**config.mk**
```make
export PLATFORM = sky130hd
export DESIGN_NAME = tw_irq_hold
export DESIGN_NICKNAME = d
export VERILOG_FILES = /design/src/hw/tw_pkg.sv /design/src/hw/tw_count_pair.sv /design/src/hw/tw_irq_hold.sv
export SDC_FILE = /design/constraint.sdc
export NUM_CORES = 1
export LEC_CHECK = 0
export ABC_AREA = 1
export BUFFER_PORTS_ARGS = -buffer_cell sky130_fd_sc_hd__clkbuf_2
export CORE_AREA = 4 4 138 140
export DETAILED_ROUTE_END_ITERATION = 10
export DIE_AREA = 0 0 142 144
export SLEW_MARGIN = 25
export SYNTH_ARGS = -nofsm -noshare
export SYNTH_HDL_FRONTEND = slang
export SYNTH_HIERARCHICAL = 1
export SYNTH_SLANG_ARGS = --single-unit
```
**constraint.sdc**
```tcl
create_clock -name clk_sys -period 5.4 [get_ports clk_sys]
set_input_delay 0.27 -clock clk_sys [delete_from_list [all_inputs] [get_ports clk_sys]]
set_output_delay 0.27 -clock clk_sys [all_outputs]
set_load 0.01 [all_outputs]
```
**src/hw/tw_pkg.sv**
```systemverilog
/*
 * Constants of the two-wire controller's status, interrupt and holding-register block:
 * register offsets, status bit positions, widths and reset values.
 * Assumes a 32-bit classic Wishbone register bus with word-aligned byte addresses.
 */
package tw_pkg;
    localparam int TW_ADR_W = 8;
    localparam int TW_CNT_W = 16;
    localparam int TW_SRC_W = 16;

    // Register byte offsets
    localparam logic [7:0] TW_OFS_STATUS = 8'h20;
    localparam logic [7:0] TW_OFS_IRQ_SET = 8'h24;
    localparam logic [7:0] TW_OFS_IRQ_CLR = 8'h28;
    localparam logic [7:0] TW_OFS_IRQ_STATE = 8'h2C;
    localparam logic [7:0] TW_OFS_RX_HOLD = 8'h30;
    localparam logic [7:0] TW_OFS_TX_HOLD = 8'h34;
    localparam logic [7:0] TW_OFS_FLAG_CLR = 8'h38;
    localparam logic [7:0] TW_OFS_RX_CNT = 8'h40;
    localparam logic [7:0] TW_OFS_RX_NEXT = 8'h44;
    localparam logic [7:0] TW_OFS_TX_CNT = 8'h48;
    localparam logic [7:0] TW_OFS_TX_NEXT = 8'h4C;

    // Status bit positions
    localparam int TW_B_COMPLETE = 0;
    localparam int TW_B_RX_FULL = 1;
    localparam int TW_B_TX_FREE = 2;
    localparam int TW_B_SLV_READ = 3;
    localparam int TW_B_ADDRESSED = 4;
    localparam int TW_B_GCALL = 5;
    localparam int TW_B_OVERRUN = 6;
    localparam int TW_B_NACK = 8;
    localparam int TW_B_ARB_LOST = 9;
    localparam int TW_B_STRETCH = 10;
    localparam int TW_B_ACC_DONE = 11;
    localparam int TW_B_RX_DONE = 12;
    localparam int TW_B_TX_DONE = 13;
    localparam int TW_B_RX_CHAIN = 14;
    localparam int TW_B_TX_CHAIN = 15;

    // Fourteen maskable sources: bits 3 and 7 are not sources
    localparam logic [15:0] TW_SRC_VALID = 16'hFF77;
    localparam logic [15:0] TW_MASK_RESET = 16'h0000;
    localparam logic [7:0] TW_TX_HOLD_RESET = 8'h00;
    localparam logic [7:0] TW_RX_HOLD_RESET = 8'h00;
    localparam logic [15:0] TW_CNT_RESET = 16'h0000;
    localparam logic [31:0] TW_READ_ZERO = 32'h0000_0000;
endpackage

```
**src/hw/tw_count_pair.sv**
```systemverilog
/*
 * One chained transfer counter pair (current and next) with its done and chain flags.
 * Assumes the writer and the transfer strobe are on clk_sys; writes and strobes are pulses.
 */
`timescale 1ns/1ns
module tw_count_pair
    import tw_pkg::*;
(
    input wire logic clk_sys,
    input wire logic reset,
    input wire logic wr_cur,
    input wire logic wr_next,
    input wire logic [TW_CNT_W-1:0] wr_data,
    input wire logic step,
    output logic [TW_CNT_W-1:0] cur,
    output logic [TW_CNT_W-1:0] nxt,
    output logic done,
    output logic chain_zero
);
    logic [TW_CNT_W-1:0] next_cur;
    logic [TW_CNT_W-1:0] next_nxt;
    logic next_done;
    wire cur_zero = (cur == TW_CNT_RESET);
    wire nxt_zero = (nxt == TW_CNT_RESET);
    wire hit_zero = step && (cur == TW_CNT_W'(1));

    // Reaching zero reloads from next, so the chain runs on without software
    assign next_cur = wr_cur ? wr_data :
                      (hit_zero && !nxt_zero) ? nxt :
                      (step && !cur_zero) ? cur - TW_CNT_W'(1) : cur;
    assign next_nxt = wr_next ? wr_data : (hit_zero ? TW_CNT_RESET : nxt);
    // Any counter write restarts the done flag; a zero hit in the same cycle still wins
    assign next_done = hit_zero ? 1'b1 : ((wr_cur || wr_next) ? 1'b0 : done);
    assign chain_zero = cur_zero && nxt_zero;

    always_ff @(posedge clk_sys) begin
        if (reset) begin
            cur <= TW_CNT_RESET;
            nxt <= TW_CNT_RESET;
            done <= 1'b0;
        end else begin
            cur <= next_cur;
            nxt <= next_nxt;
            done <= next_done;
        end
    end
endmodule

```
**src/hw/tw_irq_hold.sv**
```systemverilog
/*
 * Status, interrupt mask and data holding registers of a two-wire serial controller,
 * reached over classic Wishbone. The protocol engine, shifter and address decoder sit
 * outside and talk to this block through plain same-clock strobes and levels; only the
 * bus pins are sampled here, to catch a stop condition.
 */
// Notes on behaviour
// - In slave mode the access-done flag sets when the addressed flag falls, reads 0 during an access.
// - The access-done flag is cleared by reading the status register and matters only in slave mode.
// - In master mode the receive-done flag is high once the receive counter reached zero since its last write.
// - In master mode the transmit-done flag is high once the transmit counter reached zero since its last write.
// - In master mode receive-chain-full is 1 only when both receive counters are zero.
// - In master mode transmit-chain-empty is 1 only when both transmit counters are zero.
// - Writing the enable-set register sets each mask bit written 1 and leaves the others alone.
// - Writing the enable-clear register clears each mask bit written 1 and leaves the others alone.
// - The enable-state register reads 1 for enabled sources, and all are disabled after reset.
// - The mask covers fourteen sources at the status positions, bits 3 and 7 excluded.
// - The receive holding register shows the last received byte in bits 7 to 0, upper bits zero.
// - The transmit holding register takes the next byte in bits 7 to 0 and resets to zero.
// - The addressed flag sets on an address match and holds until a NACK or stop is seen.
`timescale 1ns/1ns
module tw_irq_hold
    import tw_pkg::*;
(
    input wire logic clk_sys,
    input wire logic reset,
    input wire logic wb_cyc_i,
    input wire logic wb_stb_i,
    input wire logic wb_we_i,
    input wire logic [TW_ADR_W-1:0] wb_adr_i,
    input wire logic [3:0] wb_sel_i,
    input wire logic [31:0] wb_dat_i,
    output logic [31:0] wb_dat_o,
    output logic wb_ack_o,
    input wire logic scl_pin,
    input wire logic sda_pin,
    input wire logic master_mode,
    input wire logic slave_mode,
    input wire logic address_match,
    input wire logic nack_seen,
    input wire logic slave_read_direction,
    input wire logic transfer_complete,
    input wire logic tx_holding_free,
    input wire logic general_call_seen,
    input wire logic receive_overrun,
    input wire logic arbitration_lost,
    input wire logic clock_stretch_wait,
    input wire logic rx_byte_valid,
    input wire logic [7:0] received_byte,
    input wire logic rx_step,
    input wire logic tx_step,
    output logic [7:0] byte_to_send,
    output logic tx_holding_written,
    output logic irq
);
    ////////////////////////////////////////////////////////////////////////////
    // Bus decode
    logic ack;
    logic [31:0] rdata;
    wire req = wb_cyc_i && wb_stb_i && !ack;
    wire wr = req && wb_we_i;
    wire rd = req && !wb_we_i;
    wire [31:0] wmask = {{8{wb_sel_i[3]}}, {8{wb_sel_i[2]}}, {8{wb_sel_i[1]}}, {8{wb_sel_i[0]}}};
    wire [31:0] wdata = wb_dat_i & wmask;
    wire sel_status = (wb_adr_i == TW_OFS_STATUS);
    wire sel_irq_set = (wb_adr_i == TW_OFS_IRQ_SET);
    wire sel_irq_clr = (wb_adr_i == TW_OFS_IRQ_CLR);
    wire sel_irq_state = (wb_adr_i == TW_OFS_IRQ_STATE);
    wire sel_rx_hold = (wb_adr_i == TW_OFS_RX_HOLD);
    wire sel_tx_hold = (wb_adr_i == TW_OFS_TX_HOLD);
    wire sel_flag_clr = (wb_adr_i == TW_OFS_FLAG_CLR);
    wire sel_rx_cnt = (wb_adr_i == TW_OFS_RX_CNT);
    wire sel_rx_next = (wb_adr_i == TW_OFS_RX_NEXT);
    wire sel_tx_cnt = (wb_adr_i == TW_OFS_TX_CNT);
    wire sel_tx_next = (wb_adr_i == TW_OFS_TX_NEXT);
    wire status_read = rd && sel_status;
    wire rx_hold_read = rd && sel_rx_hold;
    wire tx_hold_write = wr && sel_tx_hold && wb_sel_i[0];

    ////////////////////////////////////////////////////////////////////////////
    // Pin sampling and stop detection
    logic scl_meta;
    logic scl_sync;
    logic sda_meta;
    logic sda_sync;
    logic sda_prev;
    always_ff @(posedge clk_sys) begin
        if (reset) begin
            scl_meta <= 1'b1;
            scl_sync <= 1'b1;
            sda_meta <= 1'b1;
            sda_sync <= 1'b1;
            sda_prev <= 1'b1;
        end else begin
            scl_meta <= scl_pin;
            scl_sync <= scl_meta;
            sda_meta <= sda_pin;
            sda_sync <= sda_meta;
            sda_prev <= sda_sync;
        end
    end
    // Stop: data rises while the clock is high
    wire stop_seen = scl_sync && sda_sync && !sda_prev;

    ////////////////////////////////////////////////////////////////////////////
    // Slave access tracking
    logic slave_addressed;
    logic slave_access_done;
    wire next_addressed = address_match ? 1'b1 :
                          (nack_seen || stop_seen) ? 1'b0 : slave_addressed;
    wire access_end = slave_mode && slave_addressed && !next_addressed;
    // Set wins over the read clear so an end landing on a status read is kept
    wire next_access_done = access_end ? 1'b1 :
                            (status_read || (wr && sel_flag_clr && wdata[TW_B_ACC_DONE]) ||
                             address_match) ? 1'b0 : slave_access_done;
    always_ff @(posedge clk_sys) begin
        if (reset) begin
            slave_addressed <= 1'b0;
            slave_access_done <= 1'b0;
        end else begin
            slave_addressed <= next_addressed;
            slave_access_done <= next_access_done;
        end
    end

    ////////////////////////////////////////////////////////////////////////////
    // Transfer counters
    logic [TW_CNT_W-1:0] rx_transfer_counter;
    logic [TW_CNT_W-1:0] rx_next_counter;
    logic [TW_CNT_W-1:0] tx_transfer_counter;
    logic [TW_CNT_W-1:0] tx_next_counter;
    logic rx_done_raw;
    logic tx_done_raw;
    logic rx_zero;
    logic tx_zero;
    tw_count_pair u_rx_count (
        .clk_sys(clk_sys),
        .reset(reset),
        .wr_cur(wr && sel_rx_cnt),
        .wr_next(wr && sel_rx_next),
        .wr_data(wdata[TW_CNT_W-1:0]),
        .step(rx_step),
        .cur(rx_transfer_counter),
        .nxt(rx_next_counter),
        .done(rx_done_raw),
        .chain_zero(rx_zero)
    );
    tw_count_pair u_tx_count (
        .clk_sys(clk_sys),
        .reset(reset),
        .wr_cur(wr && sel_tx_cnt),
        .wr_next(wr && sel_tx_next),
        .wr_data(wdata[TW_CNT_W-1:0]),
        .step(tx_step),
        .cur(tx_transfer_counter),
        .nxt(tx_next_counter),
        .done(tx_done_raw),
        .chain_zero(tx_zero)
    );
    // Buffer flags only mean something to a master; a slave sees them low
    wire rx_count_done = master_mode && rx_done_raw;
    wire tx_count_done = master_mode && tx_done_raw;
    wire rx_chain_full = master_mode && rx_zero;
    wire tx_chain_empty = master_mode && tx_zero;

    ////////////////////////////////////////////////////////////////////////////
    // Holding registers
    logic [7:0] rx_hold;
    logic rx_holding_full;
    wire next_rx_full = rx_byte_valid ? 1'b1 : (rx_hold_read ? 1'b0 : rx_holding_full);
    always_ff @(posedge clk_sys) begin
        if (reset) begin
            rx_hold <= TW_RX_HOLD_RESET;
            rx_holding_full <= 1'b0;
            byte_to_send <= TW_TX_HOLD_RESET;
            tx_holding_written <= 1'b0;
        end else begin
            if (rx_byte_valid) begin
                rx_hold <= received_byte;
            end
            rx_holding_full <= next_rx_full;
            if (tx_hold_write) begin
                byte_to_send <= wdata[7:0];
            end
            tx_holding_written <= tx_hold_write;
        end
    end

    ////////////////////////////////////////////////////////////////////////////
    // Status, mask and interrupt
    logic [TW_SRC_W-1:0] irq_enable_state;
    wire [TW_SRC_W-1:0] status = {
        tx_chain_empty, rx_chain_full, tx_count_done, rx_count_done,
        slave_access_done, clock_stretch_wait, arbitration_lost, nack_seen,
        1'b0, receive_overrun, general_call_seen, slave_addressed,
        slave_read_direction, tx_holding_free, rx_holding_full, transfer_complete
    };
    wire [TW_SRC_W-1:0] mask_set = (wr && sel_irq_set) ? wdata[TW_SRC_W-1:0] : TW_MASK_RESET;
    wire [TW_SRC_W-1:0] mask_clr = (wr && sel_irq_clr) ? wdata[TW_SRC_W-1:0] : TW_MASK_RESET;
    wire [TW_SRC_W-1:0] next_mask = ((irq_enable_state | mask_set) & ~mask_clr)
                                    & TW_SRC_VALID;
    always_ff @(posedge clk_sys) begin
        if (reset) begin
            irq_enable_state <= TW_MASK_RESET;
            irq <= 1'b0;
        end else begin
            irq_enable_state <= next_mask;
            irq <= |(status & irq_enable_state);
        end
    end

    ////////////////////////////////////////////////////////////////////////////
    // Read mux and acknowledge
    // Every address answers; unmapped and write-only ones read zero
    wire [31:0] next_rdata =
        sel_status ? {16'h0000, status} :
        sel_irq_state ? {16'h0000, irq_enable_state} :
        sel_rx_hold ? {24'h000000, rx_hold} :
        sel_tx_hold ? {24'h000000, byte_to_send} :
        sel_rx_cnt ? {16'h0000, rx_transfer_counter} :
        sel_rx_next ? {16'h0000, rx_next_counter} :
        sel_tx_cnt ? {16'h0000, tx_transfer_counter} :
        sel_tx_next ? {16'h0000, tx_next_counter} : TW_READ_ZERO;
    always_ff @(posedge clk_sys) begin
        if (reset) begin
            ack <= 1'b0;
            rdata <= TW_READ_ZERO;
        end else begin
            ack <= req;
            if (rd) begin
                rdata <= next_rdata;
            end
        end
    end
    assign wb_ack_o = ack;
    assign wb_dat_o = rdata;
endmodule

```
### Yosys cells after proc, flatten, opt, wreduce, memory -nomap -nowiden

Cells that the tools add are included.

| storage, ports and cells | value |
|---|---|
| bits in registers | 141 |
| bits in latches | 0 |
| RAM bits | 0 |
| memory bits (read-only) | 0 |
| output and inout port bits | 43 |
| logic and storage cells | 130 |
| memories | 0 |

| cells by class | value |
|---|---|
| $add $sub $neg | 2 |
| $mul | 0 |
| div/mod/pow operators | 0 |
| $lt $le $gt $ge | 0 |
| equal/unequal tests | 13 |
| shift operators | 0 |
| multiplexer cells | 30 |
| bitwise operators | 5 |
| reduce and logical (&&, ||, !) cells | 58 |

Operators with widths:

| cell | number |
|---|---|
| $mux 16 | 20 |
| $logic_not 16->1 | 4 |
| $eq 8x6->1 const B | 7 |
| $and 16x16->16 | 3 |
| $eq 16x1->1 const B | 2 |
| $eq 8x7->1 const B | 4 |
| $logic_and 1x1->1 | 32 |
| $sub 16x1->16 const B | 2 |
| $not 16->16 | 1 |
| $or 16x16->16 | 1 |
| $reduce_or 16->1 | 1 |
| $reduce_bool 2->1 | 6 |
| $mux 1 | 10 |
| $logic_not 1->1 | 8 |
| $reduce_bool 3->1 | 2 |
| $logic_or 1x1->1 | 5 |

### Depth between registers and ports, before layout

Gate-level depths: netlist of the first run.

| logic depth | value |
|---|---|
| depth in word-level cells | 9 |
| gate-level depth with buffers | 13 |
| mapped depth without buffers | 12 |

### Hierarchy

The synthesis of the first run kept the hierarchy.

Modules (own cells, without submodules):

| module | instances | cells each | area an instance (µm²) | seq. area each (µm²) |
|---|---|---|---|---|
| tw_irq_hold | 1 | 524 | 3412.0 | 1141.1 |
| tw_count_pair at u_rx_count | 1 | 378 | 2272.2 | 660.6 |
| tw_count_pair at u_tx_count | 1 | 375 | 2264.7 | 660.6 |

### Worst setup path before layout of the first run

Ideal clock, no wire load.

| path | value |
|---|---|
| kind | input to register |
| from | input wb_adr_i[1] |
| to | register u_rx_count.cur[12] |
| data arrival time | 1.795 ns |
| slack | 3.485 ns |
| stages on the path | 11 |
| path through | nor2_1 nand3_2 inv_2 nand2_2 buf_2 nor2_1 inv_1 clkbuf_4 or2_2 nand2_1 a21oi_1 |

| between the ends | value |
|---|---|
| cells in the longest elaborated chain, start to end | 3 |

RTL lines:

| item | line | RTL |
|---|---|---|
| start: declaration | tw_irq_hold.sv:30 | `input wire logic [TW_ADR_W-1:0] wb_adr_i,` |
| $eq 8x7->1 (*) | tw_irq_hold.sv:72 | `wire sel_rx_cnt = (wb_adr_i == TW_OFS_RX_CNT);` |
| $logic_and 1x1->1 (*) | tw_irq_hold.sv:139 | `.wr_cur(wr && sel_rx_cnt),` |
| $reduce_bool 3->1 (no source line) or $mux 16 (tied branches) | n/a |  |
| end signal: assignment | tw_count_pair.sv:42 | `cur <= next_cur;` |
| end: declaration | tw_count_pair.sv:15 | `output logic [TW_CNT_W-1:0] cur,` |

Every way passes the cells marked *; elsewhere a longest branch is shown, timed or not.
A chain may end at the register's enable or synchronous reset.

### Worst setup path in the final report of the first run

| path | value |
|---|---|
| from | register ack (netlist: wb_ack_o) |
| to | register u_tx_count.cur[12] |

| between the ends | value |
|---|---|
| cells in the longest elaborated chain, start to end | 5 |

RTL lines:

| item | line | RTL |
|---|---|---|
| start: declaration | tw_irq_hold.sv:58 | `logic ack;` |
| start signal: assignment | tw_irq_hold.sv:229 | `ack <= req;` |
| $logic_not 1->1 (*) | tw_irq_hold.sv:60 | `wire req = wb_cyc_i && wb_stb_i && !ack;` |
| $logic_and 1x1->1 (*) | tw_irq_hold.sv:60 |  |
| $logic_and 1x1->1 (*) | tw_irq_hold.sv:61 | `wire wr = req && wb_we_i;` |
| $logic_and 1x1->1 (*) | tw_irq_hold.sv:151 | `.wr_cur(wr && sel_tx_cnt),` |
| $reduce_bool 3->1 (no source line) or $mux 16 (tied branches) | n/a |  |
| end signal: assignment | tw_count_pair.sv:42 |  |
| end: declaration | tw_count_pair.sv:15 |  |

Marked as above.

==> qor.csv, run 1 <==
metric,value,unit
area of the multi-input gates,0.00460,mm²
die area,0.0204,mm²
clock sinks,123,
Die X,142,µm
VDD IR max,0.000236,V
clock skew,11.1,ps
Boundary Pins,116,
R2R cell count,10,
Hold Crit Depth,2,
Port Buffers,81,
syn avg cell area,6.22,µm²
unrepaired setup endpoints after global routing,no,
Synth warnings,6,
CTS Buf Count,17,
worst-margin pin slew,993,ps
slowest CP cell,inv_1,
Storage cell area,0.00246,mm²
final hold violation count,0,
Yosys reg bits,123,
initial antenna violation count,1,
cell count after synthesis,1277,
Std-Cell Rows,49,
Die H,144,µm
CP Cell Sequence,nor2_1 > nand2_2 > nor2_1 > buf_4 > inv_1 > nand3_4 > o21ai_0 > inv_1 > nand2_1 > inv_1,
most numerous cell in the Yosys netlist,nand2_1,
vias per cell,5.27,
Worst path most repeated cell,inv_1,
critical path arrival,2970,ps
r2r setup slk,2760,ps
post-synth top area share,31.0,%
Crit. End Element,register,
Tcrit/Tclk final,48.8,%
nets,1406,
gr usage total,25.5,%
Top Family by Delay on Critical Path,buffers and inverters,
htree depth,4,
Final WS setup,2760,ps
Synth area leader,dfxtp_1,
Min-Delay Endpoint,scl_meta,
status,"complete, no violations",
Initial Utilization,44.6,%
Synth area leaders,"dfxtp_1 31%, nand2_1 15%, nor2_1 10%, nand3_1 9.6%, inv_1 5.4%",
max_slew headroom,33.7,%
area grow syn2layout,11.9,%
"Buf+Inv Stages, Crit Path",4,
critical register-to-register path endpoint,u_tx_count/cur[12],
Leak,4.13,nW
final setup fails,0,
vias in the first global route,7253,
Worst Path Max Fanout,29,
worst r2r src,wb_ack_o,
clk_lat worst skew,430,ps
Hold Crit Start,scl_pin,
top_reg_cell synth,dfxtp_1,
layout cells sized above 1,16.2,%
Max-Cap Viols,0,
final antenna-violating net count,0,
Avg WL per Cell,16.8,µm
root buf cell,clkbuf_16,
Hold Path Class,in2reg,
first-pass GRT wire length,41.0,mm
Core ar.,0.0178,mm²
DR iter-0 viols,695,
CTS tree,yes,
largest net degree at the start of global routing,43,
vias post-DR,8275,
CP required,5730,ps
top post-synthesis cells by count,"320 x nand2_1, 216 x nor2_1, 152 x nand3_1",
Critical Path Start Type,register,
DRC violations left,0,
Mapped Area,0.00795,mm²
Post-synth EDFFs,0,
Placement Setup Slack,2600,ps
Fill cells,1916,
"Slew Viols, Final",0,
CP peak stage delay,730,ps
GP Congestion,0.959,
clock-pin slew on the worst setup and hold paths,60,ps
Yosys cell types,45,
grt ovf,0,
crit path time final,2640,ps
WS Path Type,reg2reg,
First-pass DRT Iterations,5,
CTS hold repair buffers,0,
Async SR Flop Fraction,0,%
register area share after synthesis,31.0,%
PwrDens,310,mW/mm²
FMAX,379,MHz
CTS Buffer Depth,2,
routed wire length,26.4,mm
setup TNS,0,ps
cts repair resizes,0,
Post-CTS Setup Bufs,0,
Post-DP HPWL,19.8,mm
[worst reg2reg max path, stage by stage (launching register included)]
cell     delay, ps
dfxtp_1        350
nor2_1          80
nand2_2        170
nor2_1          70
buf_4          190
inv_1          730
nand3_4        510
o21ai_0        300
inv_1           60
nand2_1         60
inv_1           30
[placed cells by master, fill, tap and decap left out, types with 4 or more instances in the layout]
cell       synthesis  routed
conb_1             1      16
nor3_1             6       6
xnor2_1            4       4
nand3_4            4       4
o21ai_0           33      33
nand4_1           13      13
o221a_2           12      12
clkbuf_16          0      17
nor2_2            11      11
nand3b_1           4       4
or2_2             14      14
buf_4             20       6
xor2_1             6       6
inv_1            114     114
clkbuf_2           0      81
nor2_1           216     216
a31oi_1            5       5
ha_1               4       4
nand3_1          152     152
nand2_1          320     320
inv_6              0       6
nor2_4            10      10
nand2_2           12      12
dfxtp_1          123     123
nand3_2           12      12
a21oi_1           79      79
inv_2             16      16
o21ai_1           19      19
[report_power, final]
group	internal, W	switching (W)
sequential	0.000953	0.0000781
combinational	0.000195	0.000375
clock	0.000687	0.000472
[cell type report]
type                            count  share of cell area (%)
Antenna cell                        1                  0.0281
Timing Repair Buffer               87                    5.06
Clock buffer                       17                    4.78
Multi-Input combinational cell    966                    51.7
Sequential cell                   123                    27.7
Tap cell                          229                    3.22
Inverter                          134                    5.74
Clock inverter                     14                    1.80
[registers in the layout (all words and copies together), names as in the netlist, 8 cells and up]
| name | flops |
|---|---|
| u_tx_count/nxt | 16 |
| byte_to_send | 8 |
| rx_hold | 8 |
| u_tx_count/cur | 16 |
| wb_dat_o | 16 |
| u_rx_count/cur | 16 |
| u_rx_count/nxt | 16 |
| irq_enable_state | 14 |
[kinds of logic (layout without fill, tap and decap cells)]
logic type               count (synthesis)  count (layout)  synth area share, %
XOR/XNOR                                10              10                 1.10
other                                    1              17               0.0472
flip-flops                             123             123                 31.0
AND/OR/NAND/NOR                        779             779                 44.0
adder cells (fa/ha/maj)                  4               4                0.630
multiplexers                             1               1                0.126
AO/OA/AOI/OAI                          156             156                 11.2
buffers and inverters                  203             252                 11.9
[stage by stage]
stage               hold WS [ps]  cell area (µm²)  power (W)  std cells  utilization, %
floorplan                    339             8010    0.00146       1292               -
detailed placement           394             8310    0.00161       1539            46.6
finish                      22.1             8900    0.00276       1571            49.9
global route                18.4             8900    0.00290       1571            49.9
CTS                         5.45             8890    0.00277       1570            49.9
global placement             391             8310    0.00161       1539            46.6
[worst max path at each step]
| stage | start | end | slack, ps | cells after the start |
|---|---|---|---|---|
| floorplan | wb_adr_i[1] | u_rx_count/cur[12] | 3490 | 11 |
| global placement | wb_adr_i[0] | u_tx_count/cur[12] | 2530 | 13 |
| detailed placement | wb_adr_i[0] | u_tx_count/cur[12] | 2600 | 13 |
| CTS | wb_ack_o | u_tx_count/cur[12] | 2790 | 10 |
| global route | wb_ack_o | u_tx_count/cur[12] | 2500 | 10 |
| finish | wb_ack_o | u_tx_count/cur[12] | 2760 | 10 |
[metal layers]
| metal | track usage [%] | vias to the layer above | routed length (µm) |
|---|---|---|---|
| met3 | 4.30 | 37 | 1640 |
| met4 | 8.18 | 0 | 578 |
| met1 | 37.3 | 3789 | 12500 |
| li1 | - | 4171 | - |
| met2 | 38.3 | 278 | 11600 |
| met5 | 0 | - | 0 |
Power figures use the tool's default switching activity.
==> run 2, diff against run 1 <==
--- a/config.mk
+++ b/config.mk
@@ -5,11 +5,12 @@
 export SDC_FILE = /design/constraint.sdc
 export NUM_CORES = 1
 export LEC_CHECK = 0
-export ABC_AREA = 1
+export ABC_AREA = 0
 export BUFFER_PORTS_ARGS = -buffer_cell sky130_fd_sc_hd__clkbuf_2
-export CORE_AREA = 4 4 138 140
+export CORE_AREA = 4 4 131 133
 export DETAILED_ROUTE_END_ITERATION = 10
-export DIE_AREA = 0 0 142 144
+export DIE_AREA = 0 0 135 137
+export PLACE_DENSITY = 0.68
 export SLEW_MARGIN = 25
 export SYNTH_ARGS = -nofsm -noshare
 export SYNTH_HDL_FRONTEND = slang
==> constraint.sdc (replaced) <==
create_clock -name clk_sys -period 2.1 [get_ports clk_sys]
set_input_delay 0.105 -clock clk_sys [delete_from_list [all_inputs] [get_ports clk_sys]]
set_output_delay 0.105 -clock clk_sys [all_outputs]
set_load 0.01 [all_outputs]
==> run 2 against run 1 <==
  * Global-route usage rose by 0.15 points
  * Non-clock buffer count rose by 108
  * Largest power group is now combinational logic
  * Critical endpoint is now u_tx_count/cur[15]
  * Largest cell class unchanged
  * The run now ends with setup timing left
  * Register-to-register slack got worse by 2800 ps
  * Design area rose by 3.4%
==> qor.csv, run 2 <==
metric,value,unit,change
status,finished with violations,,"was complete, no violations"
failing checks,setup timing,,
Std-Cell Rows,46,,was 49
initial antenna violation count,0,,was 1
clock skew,4.62,ps,was 11.1 ps
register area share after synthesis,34.6,%,was 31.0%
Max-Cap Viols,0,,unchanged
FMAX,469,MHz,was 379 MHz
Sw Ratio,34.7,%,was 33.5%
post-synthesis mux area share,3.81,%,was 0.126%
clock-pin slew on the worst setup and hold paths,50,ps,was 60 ps
die area,0.0185,mm²,was 0.0204 mm²
setup TNS,-60.7,ps,was 0 ps
Hold Path Class,in2reg,,unchanged
Clock power frac,29.2,%,was 42.0%
Seq pwr share,26.6,%,was 37.4%
top_reg_cell synth,dfxtp_1,,unchanged
unrepaired setup endpoints after global routing,yes,,was no
final total power,0.0105,W,was 0.00276 W
Port Buffers,81,,unchanged
largest family of logic cells by synthesized area,simple AND/OR/NAND/NOR gates,,unchanged
Core ar.,0.0158,mm²,was 0.0178 mm²
area grow syn2layout,29.2,%,was 11.9%
"Slew Viols, Final",0,,unchanged
vias post-DR,7412,,was 8275
Post-DP HPWL,17.6,mm,was 19.8 mm
Post-Synth XOR/XNOR Area,2.32,%,was 1.10%
Layout Cells excl Fill,1248,,was 1571
PwrDens,1140,mW/mm²,was 310 mW/mm²
post-synth top area share,34.6,%,was 31.0%
Synth area leaders,"dfxtp_1 35%, nand2_1 5.7%, a21oi_1 5.2%, mux2i_1 3.7%, nand3b_1 3.6%",,"was dfxtp_1 31%, nand2_1 15%, nor2_1 10%, nand3_1 9.6%, inv_1 5.4%"
vias per cell,5.94,,was 5.27
Synth area leader,dfxtp_1,,unchanged
First-pass DRT Iterations,6,,was 5
nets,1096,,was 1406
Worst Path Max Fanout,5,,was 29
root buf cell,clkbuf_16,,unchanged
CTS Buf Count,17,,unchanged
first-pass GRT wire length,37.2,mm,was 41.0 mm
Boundary Pins,116,,unchanged
Crit. End Element,register,,unchanged
NetSw,0.00363,W,was 0.000926 W
layout cells sized above 1,28.0,%,was 16.2%
Avg WL per Cell,19.2,µm,was 16.8 µm
Finished Core Util,58.1,%,was 49.9%
Mapped Area,0.00712,mm²,was 0.00795 mm²
syn avg cell area,8.25,µm²,was 6.22 µm²
WS Path Type,reg2reg,,unchanged
vias in the first global route,6849,,was 7253
htree depth,4,,unchanged
Tcrit/Tclk final,102,%,was 48.8%
Post-Place Cells,1192,,was 1539
Simple-Gate Fraction of Synth Area,28.4,%,was 44.0%
post-synthesis adder-cell area fraction,0.703,%,was 0.630%
clock sinks,123,,unchanged
gr usage total,25.7,%,was 25.5%
Antenna Cells,0,,was 1
critical path arrival,2420,ps,was 2970 ps
compound-gate portion of the synthesized area,23.4,%,was 11.2%
DR iter-0 viols,728,,was 695
final hold violation count,0,,unchanged
worst-margin pin slew,521,ps,was 993 ps
grt ovf,0,,unchanged
max_slew headroom,64.9,%,was 33.7%
Yosys cell types,89,,was 45
GP Congestion,0.988,,was 0.959
Post-synth EDFFs,0,,unchanged
top post-synthesis cells by count,"123 x dfxtp_1, 108 x nand2_1, 74 x a21oi_1",,"was 320 x nand2_1, 216 x nor2_1, 152 x nand3_1"
VDD IR max,0.00110,V,was 0.000236 V
Critical Path Start Type,register,,unchanged
Initial Utilization,45.0,%,was 44.6%
final antenna-violating net count,0,,unchanged
CTS tree,yes,,unchanged
Final WS setup,-34.4,ps,was 2760 ps
CTS Buffer Depth,2,,unchanged
Synth warnings,6,,unchanged
routed wire length,23.9,mm,was 26.4 mm
Die X,135,µm,was 142 µm
largest net degree at the start of global routing,57,,was 43
Comb pwr share,44.2,%,was 20.7%
DRC violations left,0,,unchanged
Async SR Flop Fraction,0,%,unchanged
Pint,0.00683,W,was 0.00184 W
crit path time final,2130,ps,was 2640 ps
Placement Setup Slack,-33.6,ps,was 2600 ps
Die H,137,µm,was 144 µm
most numerous cell in the Yosys netlist,dfxtp_1,,was nand2_1
"most common cell after layout, fill and taps aside",dfxtp_1,,was nand2_1
Leak,3.48,nW,was 4.13 nW
Yosys reg bits,123,,unchanged
r2r setup slk,-30,ps,was 2760 ps
clk_lat worst skew,420,ps,was 430 ps
CP required,2380,ps,was 5730 ps
cell count after synthesis,863,,was 1277
"commonest cells after routing, fill and taps aside","121 x dfxtp_1, 108 x nand2_1, 87 x buf_4, 80 x clkbuf_2, 74 x a21oi_1",,"was 320 x nand2_1, 216 x nor2_1, 152 x nand3_1, 123 x dfxtp_1, 114 x inv_1"
final setup fails,2,,was 0
## run 2: cell types whose count changed after synthesis, sizes merged, moves of 15 or more
cell,change
a211oi,+24
and2,+16
inv,-111
mux2i,+25
nand2,-225
nand3,-162
nand3b,+30
nor2,-170
nor3,+29
nor4,+19
o21ai,-15
## run 2: critical path, cell delays in order, from the launching register on
cell and delay, ps:
dfxtp_1 310, or4_4 570, buf_6 160, or3_4 380, nor4_4 280, xnor2_1 170
o221ai_2 130
## run 2: metal layers
metal / vias up / global-route usage (%) / wire, µm
met5: - / 0 / 0
met4: 0 / 9.80 / 690
met3: 63 / 5.18 / 1850
li1: 3464 / - / -
met2: 364 / 41.8 / 11400
met1: 3521 / 33.6 / 9990
## run 2: final cells by class
class | instances | area (µm²)
flip-flops and latches | 123 | 2460
clock inverters | 11 | 141
well taps | 216 | 270
repair buffers | 195 | 1380
fillers | 1423 | 6630
clock buffers | 21 | 480
multi-input cells | 662 | 4400
inverters | 20 | 75.1
## run 2: timing repair
action | 4_1_cts | 5_1_grt
hold endpoints to repair | 22 | 0
buffers inserted | 0 | 1
endpoints found under the setup margin | 6 | 37
hold buffers | 23 | 0
cloned | 0 | 0
pin swaps | 2 | 13
resized for setup | 4 | 30
## run 2: final timing paths
check | cells after the start | start | endpoint
worst max-delay path | 6 | u_tx_count/cur[7] | u_tx_count/cur[15]
worst max register to register | 6 | u_tx_count/cur[7] | u_tx_count/cur[15]
worst min-delay path | 3 | slave_read_direction | wb_dat_o[3]
worst min register to register | 1 | sda_meta | sda_sync
## run 2: power by group through the flow
| stage | logic, W | registers (W) | clock network [W] |
|---|---|---|---|
| floorplan | 0.00242 | 0.00289 | 0 |
| global placement | 0.00399 | 0.00281 | 0 |
| detailed placement | 0.00403 | 0.00282 | 0 |
| CTS | 0.00412 | 0.00277 | 0.00308 |
| global route | 0.00499 | 0.00282 | 0.00319 |
| finish | 0.00462 | 0.00278 | 0.00305 |
## run 2: stage by stage
step	hold slack (ps)	cell area, µm²
2_1_floorplan	209	7190
3_3_place_gp	290	8190
3_5_place_dp	295	8190
4_1_cts	9.04	9050
5_1_grt	28.1	9200
6_report	4.81	9200
## run 2: cells by family after synthesis
kind of cell,Yosys count
compound gates,234
fa+ha+maj,4
buf+inv,93
xor+xnor,18
mux,27
simple gates,363
flops,123
other cells,1
